File: src/core/bfb_pkg.sv
// Package for the beacon frame field builder
package bfb_pkg;
  // ==========================================================
  // Beacon field constants
  localparam logic [7:0] BFB_COST_MAX      = 8'hFF;
  localparam logic [7:0] BFB_COST_ASSOC    = 8'h7F;
  localparam logic [7:0] BFB_COST_COORD    = 8'h00;
  localparam logic [3:0] BFB_ORDER_ZERO    = 4'h0;
  localparam logic [3:0] BFB_SLOT_ZERO     = 4'h0;
  localparam logic [2:0] BFB_CNT_ZERO      = 3'h0;
  localparam logic       BFB_ASSOC_PERMIT  = 1'b1;
  localparam logic       BFB_BATT_EXT      = 1'b0;
  localparam logic       BFB_GTS_PERMIT    = 1'b0;
  localparam logic [2:0] BFB_LAST_IDX      = 3'h4;
  localparam int         BFB_FIFO_DEPTH    = 16;
  localparam int         BFB_FIFO_WIDTH    = 9;

  // Builder states
  typedef enum logic [2:0] {
    BFB_IDLE = 3'b001,
    BFB_EMIT = 3'b010,
    BFB_DONE = 3'b100
  } bfb_state_t;

  // Byte with end-of-beacon marker
  typedef struct packed {
    logic       last;
    logic [7:0] data;
  } bfb_byte_t;

  // Route cost update inputs
  typedef struct packed {
    logic       valid;
    logic [7:0] cost;
  } bfb_cost_t;
endpackage

File: src/core/bfb_builder.sv
// Beacon frame field builder with coordinator route cost tracking
// Function
// - Every beacon carries an empty guaranteed-time-slot list.
// - Pending short and extended address counts are both zero.
// - No pending address list is emitted.
// - Payload is exactly one octet: the coordinator route cost estimate.
// - Estimate comes from route costs computed by the routing layer.
// - Keep the lowest cost from coordinator-originated reply/request packets.
// - Communication failure with coordinator forces a non-coordinator's estimate to 0xFF.
// - Association loads the estimate with 0x7F unless a failure or the coordinator role wins that cycle.
// - A coordinator holds its estimate at 0x00.
// - No acknowledgement frame built; acks go to the PHY primitive.
// - Frame version subfield is reserved and carries no meaning here.
// - Superframe spec: orders, final slot, battery zero; association permit one.
// - GTS spec: descriptor count zero, permit zero.
`timescale 1ns/1ns
module bfb_builder
  import bfb_pkg::*;
(
  // Clock and reset
  input  wire logic       i_sys_clk,
  input  wire logic       i_rst,
  // Node role and link events
  input  wire logic       i_is_coord,
  input  wire logic       i_assoc,
  input  wire logic       i_coord_fail,
  // Coordinator-originated route costs
  input  wire bfb_cost_t  i_path_reply_packet,
  input  wire bfb_cost_t  i_route_request_packet,
  input  wire bfb_cost_t  i_route_reply_packet,
  // Beacon request and acknowledgement request
  input  wire logic       i_beacon_req,
  input  wire logic       i_ack_req,
  // Byte stream to PHY
  output bfb_byte_t       o_tx_byte,
  output logic            o_tx_valid,
  input  wire logic       i_tx_ready,
  // Status
  output logic            o_busy,
  output logic [7:0]      o_coordinator_route_cost,
  output logic            o_phy_ack_send_primitive
);
  // ==========================================================
  // State
  typedef struct packed {
    bfb_state_t state;
    logic [2:0] idx;
    logic [7:0] cost;
    logic [7:0] snap;
    logic       busy;
    logic       ack;
  } bfb_regs_t;

  bfb_regs_t r_r;
  bfb_regs_t r_nxt;
  logic      wr_ready;
  logic      wr_valid;
  bfb_byte_t wr_byte;
  bfb_byte_t rd_byte;
  logic      rd_valid;
  logic [7:0] best;

  // ==========================================================
  // Beacon byte selection
  always_comb begin
    wr_byte = '0;
    case (r_r.idx)
      3'h0: wr_byte.data = {BFB_SLOT_ZERO, BFB_ORDER_ZERO};
      3'h1: wr_byte.data = {BFB_ASSOC_PERMIT, 1'b0, 1'b0, BFB_BATT_EXT,
                            BFB_SLOT_ZERO};
      3'h2: wr_byte.data = {BFB_GTS_PERMIT, 4'h0, BFB_CNT_ZERO};
      3'h3: wr_byte.data = {1'b0, BFB_CNT_ZERO, 1'b0, BFB_CNT_ZERO};
      default: begin
        wr_byte.data = r_r.snap;
        wr_byte.last = 1'b1;
      end
    endcase
  end
  assign wr_valid = (r_r.state == BFB_EMIT);

  // ==========================================================
  // Next-state logic
  always_comb begin
    r_nxt     = r_r;
    r_nxt.ack = i_ack_req;
    best      = r_r.cost;
    if (i_path_reply_packet.valid && i_path_reply_packet.cost < best) begin
      best = i_path_reply_packet.cost;
    end
    if (i_route_request_packet.valid && i_route_request_packet.cost < best) begin
      best = i_route_request_packet.cost;
    end
    if (i_route_reply_packet.valid && i_route_reply_packet.cost < best) begin
      best = i_route_reply_packet.cost;
    end
    if (i_is_coord) begin
      r_nxt.cost = BFB_COST_COORD;
    end else if (i_coord_fail) begin
      r_nxt.cost = BFB_COST_MAX;
    end else if (i_assoc) begin
      r_nxt.cost = BFB_COST_ASSOC;
    end else begin
      r_nxt.cost = best;
    end
    case (r_r.state)
      BFB_IDLE: begin
        if (i_beacon_req) begin
          r_nxt.state = BFB_EMIT;
          r_nxt.idx   = '0;
          r_nxt.snap  = r_r.cost;
          r_nxt.busy  = 1'b1;
        end
      end
      BFB_EMIT: begin
        if (wr_ready) begin
          if (r_r.idx == BFB_LAST_IDX) begin
            r_nxt.state = BFB_DONE;
          end else begin
            r_nxt.idx = r_r.idx + 3'h1;
          end
        end
      end
      BFB_DONE: begin
        r_nxt.state = BFB_IDLE;
        r_nxt.busy  = 1'b0;
      end
      default: r_nxt.state = BFB_IDLE;
    endcase
  end

  always_ff @(posedge i_sys_clk) begin
    if (i_rst) begin
      r_r       <= '0;
      r_r.state <= BFB_IDLE;
      r_r.cost  <= BFB_COST_MAX;
    end else begin
      r_r <= r_nxt;
    end
  end

  // ==========================================================
  // Output FIFO toward PHY
  bfb_fifo #(
    .WIDTH (BFB_FIFO_WIDTH),
    .DEPTH (BFB_FIFO_DEPTH)
  ) u_fifo (
    .i_sys_clk  (i_sys_clk),
    .i_rst      (i_rst),
    .i_wr_valid (wr_valid),
    .i_wr_data  (wr_byte),
    .o_wr_ready (wr_ready),
    .o_rd_valid (rd_valid),
    .o_rd_data  (rd_byte),
    .i_rd_ready (i_tx_ready)
  );

  // Only beacon body bytes leave here; frame control is built elsewhere
  assign o_tx_byte  = rd_byte;
  assign o_tx_valid = rd_valid;
  assign o_busy     = r_r.busy;
  assign o_coordinator_route_cost = r_r.cost;
  assign o_phy_ack_send_primitive = r_r.ack;
endmodule

File: src/core/bfb_fifo.sv
// Parameterised valid/ready FIFO for the beacon byte stream
`timescale 1ns/1ns
module bfb_fifo #(
  parameter int WIDTH = 9,
  parameter int DEPTH = 16
) (
  // Clock and reset
  input  wire logic             i_sys_clk,
  input  wire logic             i_rst,
  // Fill side
  input  wire logic             i_wr_valid,
  input  wire logic [WIDTH-1:0] i_wr_data,
  output logic                  o_wr_ready,
  // Drain side
  output logic                  o_rd_valid,
  output logic      [WIDTH-1:0] o_rd_data,
  input  wire logic             i_rd_ready
);
  localparam int AW = $clog2(DEPTH);

  logic [WIDTH-1:0] mem [DEPTH];
  logic [AW:0]      cnt_r;
  logic [AW-1:0]    wp_r;
  logic [AW-1:0]    rp_r;
  logic [WIDTH-1:0] head_r;
  logic             head_vld_r;
  logic             wr_en;
  logic             take;
  logic             refill;
  logic             bypass;
  logic             mem_wr;
  logic             mem_rd;

  // Head word sits in a register so the drain side comes from flops
  assign o_wr_ready = ((cnt_r + (AW+1)'(head_vld_r)) != DEPTH[AW:0]);
  assign o_rd_valid = head_vld_r;
  assign o_rd_data  = head_r;
  assign wr_en      = i_wr_valid && o_wr_ready;
  assign take       = head_vld_r && i_rd_ready;
  assign refill     = !head_vld_r || take;
  assign mem_rd     = refill && (cnt_r != '0);
  assign bypass     = refill && (cnt_r == '0) && wr_en;
  assign mem_wr     = wr_en && !bypass;

  always_ff @(posedge i_sys_clk) begin
    if (mem_wr) begin
      mem[wp_r] <= i_wr_data;
    end
    if (i_rst) begin
      cnt_r      <= '0;
      wp_r       <= '0;
      rp_r       <= '0;
      head_r     <= '0;
      head_vld_r <= 1'b0;
    end else begin
      if (mem_wr) begin
        wp_r <= wp_r + 1'b1;
      end
      if (mem_rd) begin
        rp_r   <= rp_r + 1'b1;
        head_r <= mem[rp_r];
      end else if (bypass) begin
        head_r <= i_wr_data;
      end
      if (refill) begin
        head_vld_r <= mem_rd || bypass;
      end
      cnt_r <= cnt_r + (AW+1)'(mem_wr) - (AW+1)'(mem_rd);
    end
  end
endmodule

File: config.mk
export PLATFORM = sky130hd
export DESIGN_NAME = bfb_builder
export DESIGN_NICKNAME = d
export VERILOG_FILES = /design/src/core/bfb_pkg.sv /design/src/core/bfb_builder.sv /design/src/core/bfb_fifo.sv
export SDC_FILE = /design/constraint.sdc
export NUM_CORES = 1
export LEC_CHECK = 0
export BUFFER_PORTS_ARGS = -buffer_cell sky130_fd_sc_hd__clkbuf_2
export CORE_UTILIZATION = 54
export DETAILED_ROUTE_END_ITERATION = 12
export PLACE_DENSITY_LB_ADDON = 0.25
export SYNTH_ARGS = -nofsm -noshare
export SYNTH_HDL_FRONTEND = slang
export SYNTH_SLANG_ARGS = --single-unit
File: constraint.sdc
create_clock -name i_sys_clk -period 12.9 [get_ports i_sys_clk]
set_input_delay 2.58 -clock i_sys_clk [delete_from_list [all_inputs] [get_ports i_sys_clk]]
set_output_delay 2.58 -clock i_sys_clk [all_outputs]
set_load 0.05 [all_outputs]
Word level (Yosys, flattened, before mapping)
Memories as Yosys holds them, arrays and structs flattened. A register that Yosys moved wholly into a read port is not among the register bits.
Cells that the tools add are included.
- register bits: 47
- RAM bits: 144
- input port bits: 35
- output and inout bits: 20
- word-level logic and storage cells: 80
- memories: 1
- memory list (memory ; words ; bits a word ; read ports ; clocked after memory_dff ; write ports ; RTL line ; text):
    u_fifo.mem ; 16 ; 9 ; 1 ; 1 ; 1 ; bfb_fifo.sv:21 ; logic [WIDTH-1:0] mem [DEPTH];
- $add $sub $neg: 6
- order comparisons: 3
- eq/ne operators: 12
- muxes and demuxes: 22
- reductions and logical operators: 25
- operators with widths (operator ; count):
    $mux W8 ; 6
    $lt A8 B8 Y1 ; 3
    $mux W9 ; 2
    $pmux W8 S2 ; 1
    $mux W6 ; 2
    $pmux W3 S2 ; 2
    $add A5 B1 Y5 ; 2
    $eq A3 B2 Y1 const B ; 3
    $logic_and A1 B1 Y1 ; 9
    $add A4 B1 Y4 const B ; 2
    $mux W4 ; 2
    $ne A2 B2 Y1 const B ; 4
    $eq A3 B1 Y1 const B ; 2
    $eq A3 B3 Y1 const B ; 2
    $mux W3 ; 2
    $reduce_bool A2 Y1 ; 3
    $logic_not A5 Y1 ; 1
    $ne A5 B5 Y1 const B ; 1
    $reduce_bool A5 Y1 ; 1
    $sub A5 B1 Y5 ; 1
    $mux W1 ; 4
    $reduce_and A2 Y1 ; 2
    $reduce_and A4 Y1 ; 1
    $reduce_or A4 Y1 ; 1
    7 further kinds ; 9

Logic depth before layout (Yosys ltp)
Gate-level depths: netlist of the first run.
- depth in word-level cells: 12
- mapped depth: 24
- depth with buffers taken out: 22

Cells and area by module
A second synthesis of the first run with hierarchy kept.
- cells, all modules: 674
- area, all modules: 9092.5 um2
- by module, submodules not included (module ; times used ; cells an instance ; area each (um2) ; sequential area each (um2)):
    bfb_fifo ; 1 ; 414 ; 6947.9 ; 4864.7
    bfb_builder ; 1 ; 260 ; 2144.6 ; 480.5

Worst setup path after synthesis of the first run
OpenSTA, ideal clock, no wires.
- path kind: input -> register
- from: input i_path_reply_packet[7] (netlist bit)
- to: register r_r (netlist bit o_coordinator_route_cost[4])
- setup time: 0.130 ns
- data arrival time: 6.748 ns
- data required time: 12.770 ns
- path slack: 6.021 ns
- stages on the path: 20
- path buffers: 2
- cells stage by stage: ha_1 nand4_1 o311ai_4 mux2i_1 ha_1 a211o_1 or3_1 o21ai_2 buf_2 nor2_1 a21oi_1 ha_1 a21oi_1 nor2b_1 o21ai_1 nor4bb_1 o31ai_4 buf_6 o22ai_1 a31oi_1
- word-level cells in the longest chain between the ends: 12
- RTL lines (element ; RTL line ; text):
    start, declared ; bfb_builder.sv:28 ; input wire bfb_cost_t i_path_reply_packet,
    $lt A8 B8 Y1 ; bfb_builder.sv:87 ; if (i_path_reply_packet.valid && i_path_reply_packet.cost < best) begin
    $logic_and A1 B1 Y1 ; bfb_builder.sv:87 ;
    $mux W8 * ; bfb_builder.sv:87 ;
    $lt A8 B8 Y1 ; bfb_builder.sv:90 ; if (i_route_request_packet.valid && i_route_request_packet.cost < best) begin
    $logic_and A1 B1 Y1 ; bfb_builder.sv:90 ;
    $mux W8 * ; bfb_builder.sv:90 ;
    $lt A8 B8 Y1 ; bfb_builder.sv:93 ; if (i_route_reply_packet.valid && i_route_reply_packet.cost < best) begin
    $logic_and A1 B1 Y1 ; bfb_builder.sv:93 ;
    $mux W8 * ; bfb_builder.sv:93 ;
    $mux W8 * ; bfb_builder.sv:100 ; end else if (i_assoc) begin
    $mux W8 * ; bfb_builder.sv:98 ; end else if (i_coord_fail) begin
    $mux W8 * ; bfb_builder.sv:96 ; if (i_is_coord) begin
    end signal, assigned ; bfb_builder.sv:137 ; r_r <= r_nxt;
    end, declared ; bfb_builder.sv:54 ; bfb_regs_t r_r;
Every way passes the cells marked *; elsewhere a longest branch is shown, timed or not.
A chain may end at the register's enable or synchronous reset.

Worst setup path in the final report of the first run
- from: input i_path_reply_packet[6] (netlist bit)
- to: register r_r (netlist bit o_coordinator_route_cost[7])
Same word-level chain as after synthesis.

==> results of run 1 <==
==> power breakdown <==
group,internal [W],total (W),switching (W)
logic,0.000177,0.000437,0.000261
clock network,0.000351,0.000576,0.000225
registers,0.000699,0.000727,0.0000285
==> cell type report <==
type                    count  area (sq um)  share of cell area
well taps                 211           264              0.0270
clock buffers              20           447              0.0457
repair buffers             62           330              0.0338
multi-input cells         339          3070               0.314
inverters                  30           113              0.0115
flip-flops and latches    195          5350               0.547
clock inverters            12           204              0.0209
==> sequential cells by signal, summed over array words and instances, names as in the netlist, named ones only <==
name and flops:
o_busy 1, o_coordinator_route_cost 8, o_phy_ack_send_primitive 1, r_r 14, u_fifo.cnt_r 5, u_fifo.mem 144, u_fifo.o_rd_data 9, u_fifo.o_rd_valid 1
u_fifo.rp_r 4, u_fifo.wp_r 4
==> metal layers <==
layer  up-vias  GRT usage
met1      2544      0.298
met4         0     0.0651
li1       2356          -
met5         -          0
met3        20     0.0574
met2       130      0.385
==> layout by cell type, fill, tap and decap left out, types with 3 or more instances in the layout <==
| cell | netlist | final |
|---|---|---|
| nand4_1 | 4 | 4 |
| nand2b_1 | 12 | 12 |
| nor2_1 | 37 | 37 |
| nor2b_1 | 7 | 7 |
| bufinv_16 | 0 | 5 |
| o221ai_1 | 9 | 9 |
| ha_1 | 41 | 41 |
| clkbuf_16 | 0 | 17 |
| mux2i_1 | 13 | 13 |
| o21ai_0 | 6 | 6 |
| o22ai_1 | 7 | 7 |
| nand2_1 | 34 | 34 |
| o21ai_1 | 5 | 5 |
| a31oi_1 | 8 | 8 |
| buf_4 | 8 | 8 |
| and3_1 | 3 | 3 |
| or3_1 | 4 | 4 |
| clkbuf_2 | 0 | 54 |
| xor2_1 | 7 | 7 |
| mux4_2 | 45 | 45 |
| a21oi_1 | 37 | 37 |
| and2_1 | 15 | 15 |
| xnor2_1 | 4 | 4 |
| inv_1 | 28 | 28 |
| nor3_1 | 8 | 8 |
| a21o_1 | 3 | 3 |
| dfxtp_1 | 51 | 50 |
| edfxtp_1 | 144 | 144 |
| nand3_1 | 4 | 4 |
==> final timing paths <==
path,to,slack [ns],depth (start not counted)
max,o_coordinator_route_cost[7],5.70,19
min,r_r[4],0.45,2
max reg2reg,o_coordinator_route_cost[7],7.44,19
min reg2reg,r_r[4],0.45,2
==> logic make-up (layout without fill, tap and decap cells) <==
| kind of cell | count (synthesis) | after routing |
|---|---|---|
| adder cells (fa/ha/maj) | 42 | 42 |
| multiplexers | 58 | 58 |
| XOR/XNOR | 11 | 11 |
| AND/OR/NAND/NOR | 139 | 139 |
| AO/OA/AOI/OAI | 89 | 89 |
| flip-flops | 195 | 195 |
| buffers and inverters | 61 | 124 |
==> stage by stage <==
stage / utilization / instances / worst slack (ns) / total power, W
2_1_floorplan: - / 595 / 6.02 / 0.00108
4_1_cts: 0.633 / 869 / 5.72 / 0.00175
3_5_place_dp: 0.591 / 837 / 5.29 / 0.00118
3_3_place_gp: 0.591 / 837 / 5.46 / 0.00117
6_report: 0.633 / 869 / 5.70 / 0.00174
5_1_grt: 0.633 / 869 / 5.28 / 0.00182
==> critical path: cells and delay by family <==
family / cells / cell delay (ns)
AO/OA/AOI/OAI: 8 / 2.26
AND/OR/NAND/NOR: 5 / 1.18
adder cells (fa/ha/maj): 3 / 0.89
multiplexers: 2 / 0.56
buffers and inverters: 1 / 0.10
==> results.yml, run 1 <==
yosys:
  ys_types: 54
  yosysSeqAreaShare: 0.615
  ys_warn_count: 0
  synthesis.area_sq_um: 8680
  syn-instance-count: 595
  synth_area_leaders: "edfxtp_1, dfxtp_1, mux4_2"
  synth-edff-count: 144
  ys_ff_latch: 195
  yosys-top-cells-count: "edfxtp_1, dfxtp_1, mux4_2"
  synth-compound-area-share: 0.0697
  synth_top_family_by_area: "multiplexers"
  syn-num-nets: 672
  yosys.area_share.simple: 0.0792
  yosysTopAreaCellShare: 0.498
  postSynthAreaPerCell_sq_um: 14.6
  synth-xor-area-share: 0.0111
  synth_fa_ha_area_frac: 0.0614
  synthArstFlopShare: 0
  synth_ff_type: "edfxtp_1"
  synth.most_common_cell: "edfxtp_1"
  synth_area_leader_cell: "edfxtp_1"
  synth_mux_area_frac: 0.132
setup_path:
  crit_type: "input pin to register"
  cp-startpoint: "i_path_reply_packet[6]"
  crit_path_start_kind: "input pin"
  path_common_cell: "ha_1"
  cp_slowest_stage_delay_ns: 0.57
  crit_path_end_kind: "register"
  worstPathMaxFanout: 14
  r2r-start: "o_coordinator_route_cost[7]"
  arrival_ns: 7.55
  crit_chain: "clkbuf_2 > ha_1 > nand4_1 > o311ai_4 > mux2i_1 > ha_1 > a211o_1 > or3_1 > o21ai_2 > nor2_1 > a21oi_1 > ha_1 > a21oi_1 > nor2b_1 > o21ai_1 > nor4bb_1 > o31ai_4 > mux2i_1 > o31ai_2"
  critPathSlowestCell: "o311ai_4"
  crit_required_ns: 13.25
cells_and_area:
  n_antenna_cell: 0
  drive_gt1_frac: 0.219
  stdcell_area_sq_um: 9770
  fill_cells: 1178
  final_nets: 722
  area_delta_synth_final_pct: 12.5
global_route:
  grt_pass1_vias: 5130
  antenna_found_initial: 0
  grt_max_degree: 50
  grt_use_total: 0.229
  grt-ovfl-total: 0
  grt_first_pass_wirelength_mm: 27.6
placed_design:
  place_area_sq_um: 9120
  port_buffers: 54
  place.detailed.hpwl_mm: 12.0
  gp_congestion: 0.922
clock_network:
  clockBufferDepth: 2
  ctsResizeCount: 0
  clkSinkCount: 195
  cts_buffers: 17
  cts_tree: "yes"
  htree_levels: 4
  insertion_delay_ns: 0.43
  cts_hold_buf: 0
  cts_setup_buffers: 0
  clkSlewWorstSetupHoldPaths_ns: 0.07
  clockRootBuffer: "clkbuf_16"
sta:
  skew_ns: 0.0100
  max_freq_mhz: 139
  fin_crit_sh: 0.558
  rsz0062_at_grt: "no"
  final-hold-violation-count: 0
  layout_min_cycle_time_ns: 7.20
  tns_ns: 0
  setup_viol: 0
  finalMaxSlewViolations: 0
  max_slew_margin: 0.231
  tightest_slew_ns: 1.14
  whs_ns: 0.453
route:
  ant_nets: 0
  routed_wl_mm: 17.6
  drtIter0Drc: 400
  dr_wl_met3_um: 864
  wire_per_inst_um: 20.2
  firstDrtPassIters: 5
  vias: 5050
  m1WireLength_mm: 7.50
  wl_met2_mm: 8.97
  drc: 0
  vias_per_cell: 5.81
  top_layer: "met4"
floorplan:
  die_h_um: 129
  io_pins: 55
  initial_utilization: 0.563
  dieArea_sq_um: 16600
  fp.coreArea_sq_um: 15400
  fp.dieW_um: 129
  num_rows: 45
hold_path:
  min_from: "r_r[4]"
  hp-class: "register to register"
job:
  maxCapViolations: 0
pwr:
  leakagePower_nw: 3.81
  powerDensity_nw_per_um2: 178
  ir_drop_mv: 0.169
run_status:
  status: "finished, final reports clean"
Note: power is estimated with default switching activity, not from simulation.
==> inputs of run 2 (changes only) <==
ABC_AREA = 1   (was default)
clock period = 6.37 ns   (was 12.9 ns; I/O delays follow)
==> run 2 against run 1 <==
Effect of this change: hold slack better by 0.019 ns; synthesized cell count up 38%; clock-buffer cell count up 1; critical endpoint is now o_coordinator_route_cost[1]; highest routed layer unchanged.
==> results.yml, run 2 <==
pwr:
  intPower_w: 0.00249
  pwr-share-seq: 0.425
  power_frac_comb: 0.299
  total_power_w: 0.00387
  power_switching_w: 0.00139
  clkPwrFrac: 0.276
  leakagePower_nw: 3.85
  powerDensity_nw_per_um2: 393
  p_sw_frac: 0.358
  ir_drop_mv: 0.335
yosys:
  synth-xor-area-share: 0.00198
  yosys.area_share.simple: 0.126
  synth_top_family_by_area: "simple AND/OR/NAND/NOR gates"
  synth.most_common_cell: "edfxtp_1"
  synth-edff-count: 144
  synth-compound-area-share: 0.126
  synth_fa_ha_area_frac: 0.0601
  ys_warn_count: 0
  synth_mux_area_frac: 0.0282
  synth_area_leaders: "edfxtp_1, dfxtp_1, ha_1"
  synthArstFlopShare: 0
  synth_area_leader_cell: "edfxtp_1"
  ys_types: 36
  ys_ff_latch: 195
  yosysTopAreaCellShare: 0.488
  syn-instance-count: 822
  synthesis.area_sq_um: 8870
  yosysSeqAreaShare: 0.603
  synth_ff_type: "edfxtp_1"
  syn-num-nets: 899
  yosys-top-cells-count: "edfxtp_1, nor2_1, nand2_1"
  postSynthAreaPerCell_sq_um: 10.8
clock_network:
  cts_setup_buffers: 0
  clkSlewWorstSetupHoldPaths_ns: 0.07
  cts_buffers: 17
  ctsResizeCount: 0
  clockRootBuffer: "clkbuf_16"
  insertion_delay_ns: 0.44
  clkSinkCount: 195
  cts_hold_buf: 0
  cts_tree: "yes"
  htree_levels: 4
  clockBufferDepth: 2
setup_path:
  cp-startpoint: "i_path_reply_packet[5]"
  critPathTopFamily: "compound AO/OA/AOI/OAI gates"
  arrival_ns: 5.29
  crit_buf_inv: 1
  r2r-start: "o_coordinator_route_cost[5]"
  crit_chain: "clkbuf_2 > ha_1 > a21oi_1 > nor2_1 > nor2_2 > nand2_4 > o21ai_0 > ha_1 > a21oi_1 > nor2_1 > a2111oi_2 > nand2_2 > or2_2 > nand2_1 > ha_1 > a21oi_1 > nor2_1 > a2111oi_4 > nand2_4 > nand2_2 > nand2_1 > o21ai_1 > nand2_1"
  crit_type: "input pin to register"
  crit_path_start_kind: "input pin"
  worstPathMaxFanout: 15
  cp_slowest_stage_delay_ns: 0.44
  crit_required_ns: 6.67
  r2r_slack_ns: 1.83
  crit_path_end_kind: "register"
  critPathSlowestCell: "a2111oi_4"
cells_and_area:
  regMostFlops: "u_fifo.mem"
  layout.cells.most_common: "edfxtp_1"
  fill_cells: 1248
  n_antenna_cell: 0
  final_nets: 932
  area_delta_synth_final_pct: 11.1
  fin_cells: 1084
  largest_reg_flops: 144
  drive_gt1_frac: 0.136
  layout_common_cells: "edfxtp_1, nor2_1, nand2_1"
route:
  drtIter0Drc: 471
  wire_per_inst_um: 18.3
  dr_wl_met3_mm: 1.16
  vias: 6274
  top_layer: "met4"
  firstDrtPassIters: 4
  vias_per_cell: 5.79
  drc: 0
  wl_met2_mm: 9.48
  ant_nets: 0
  routed_wl_mm: 19.8
  m1WireLength_mm: 8.55
floorplan:
  dieArea_sq_um: 16900
  initial_utilization: 0.556
  fp.dieW_um: 130
  fp.coreArea_sq_um: 15900
  num_rows: 46
  io_pins: 55
  die_h_um: 130
sta:
  finalMaxSlewViolations: 0
  rsz0062_at_grt: "no"
  max_slew_margin: 0.188
  layout_min_cycle_time_ns: 4.99
  skew_ns: 0.00743
  final-hold-violation-count: 0
  setup_viol: 0
  max_freq_mhz: 200
  fin_crit_sh: 0.784
  tightest_slew_ns: 1.22
  tns_ns: 0
placed_design:
  port_buffers: 54
  place.detailed.hpwl_mm: 13.0
  post-place-cells: 1052
  gp_congestion: 0.892
global_route:
  antenna_found_initial: 0
  grt-ovfl-total: 0
  grt_use_total: 0.252
  grt_pass1_vias: 6174
  grt_first_pass_wirelength_mm: 31.6
  grt_max_degree: 74
job:
  maxCapViolations: 0
run_status:
  status: "finished, final reports clean"
hold_path:
  hp-class: "register to register"
  min_from: "u_fifo.o_rd_data[3]"
-- run 2: cell count changes in the layout (fill, tap and decap cells not counted), moves of 11 or more --
cell / change
mux4_2: -45
nand2_1: +63
nor2_1: +62
mux2i_1: +12
o21ai_0: +60
inv_1: +42
o32ai_1: +11
o221ai_1: +16
nand2b_1: -12
o211ai_1: +21
and2_1: -14
nand3_1: +32
-- run 2: path summary, 6_finish.rpt --
kind	to	cells after the start
min reg2reg	u_fifo.o_rd_data[3]	2
max reg2reg	o_coordinator_route_cost[1]	23
min	u_fifo.o_rd_data[3]	2
max	o_coordinator_route_cost[1]	23
-- run 2: cells by family after synthesis --
family                   Yosys count
AO/OA/AOI/OAI                    176
XOR/XNOR                           2
adder cells (fa/ha/maj)           42
buffers and inverters            121
flip-flops                       195
multiplexers                      25
AND/OR/NAND/NOR                  261
-- run 2: metrics by stage --
stage	hold slack, ns	area [sq um]	setup WS, ns	util
6_report	0.472	9850	1.38	0.618
5_1_grt	0.498	9850	1.04	0.618
4_1_cts	0.469	9850	1.41	0.618
3_5_place_dp	0.459	9250	0.961	0.580
3_3_place_gp	0.454	9250	1.21	0.580
2_1_floorplan	0.436	8870	1.32	-
-- run 2: final cells by class --
type                       instances  area (sq um)  area share
sequential                       195          5350       0.543
multi-input combinational        506          3040       0.308
clock buffer                      21           526      0.0533
timing repair buffer              58           300      0.0305
inverter                          77           289      0.0293
tap                              216           270      0.0274
clock inverter                    11          80.1     0.00813
-- run 2: metal layers --
layer  global-route usage  up-vias
li1                     -     2981
met1                0.321     3033
met2                0.413      219
met3               0.0599       41
met4                0.109        0
met5                    0        -
-- run 2: tightest hold or removal path: cells and delay by family (launching register included) --
kind,cells,cell delay [ns]
simple gates,1,0.06
flops,1,0.31
compound gates,1,0.05
-- run 2: power groups by stage --
stage                     logic, W  clock network, W  registers, W
after detailed placement   0.00114                 0       0.00167
after global placement     0.00108                 0       0.00166
after floorplan           0.000791                 0       0.00170
after CTS                  0.00115           0.00108       0.00165
final                      0.00116           0.00107       0.00165
after global routing       0.00128           0.00113       0.00166
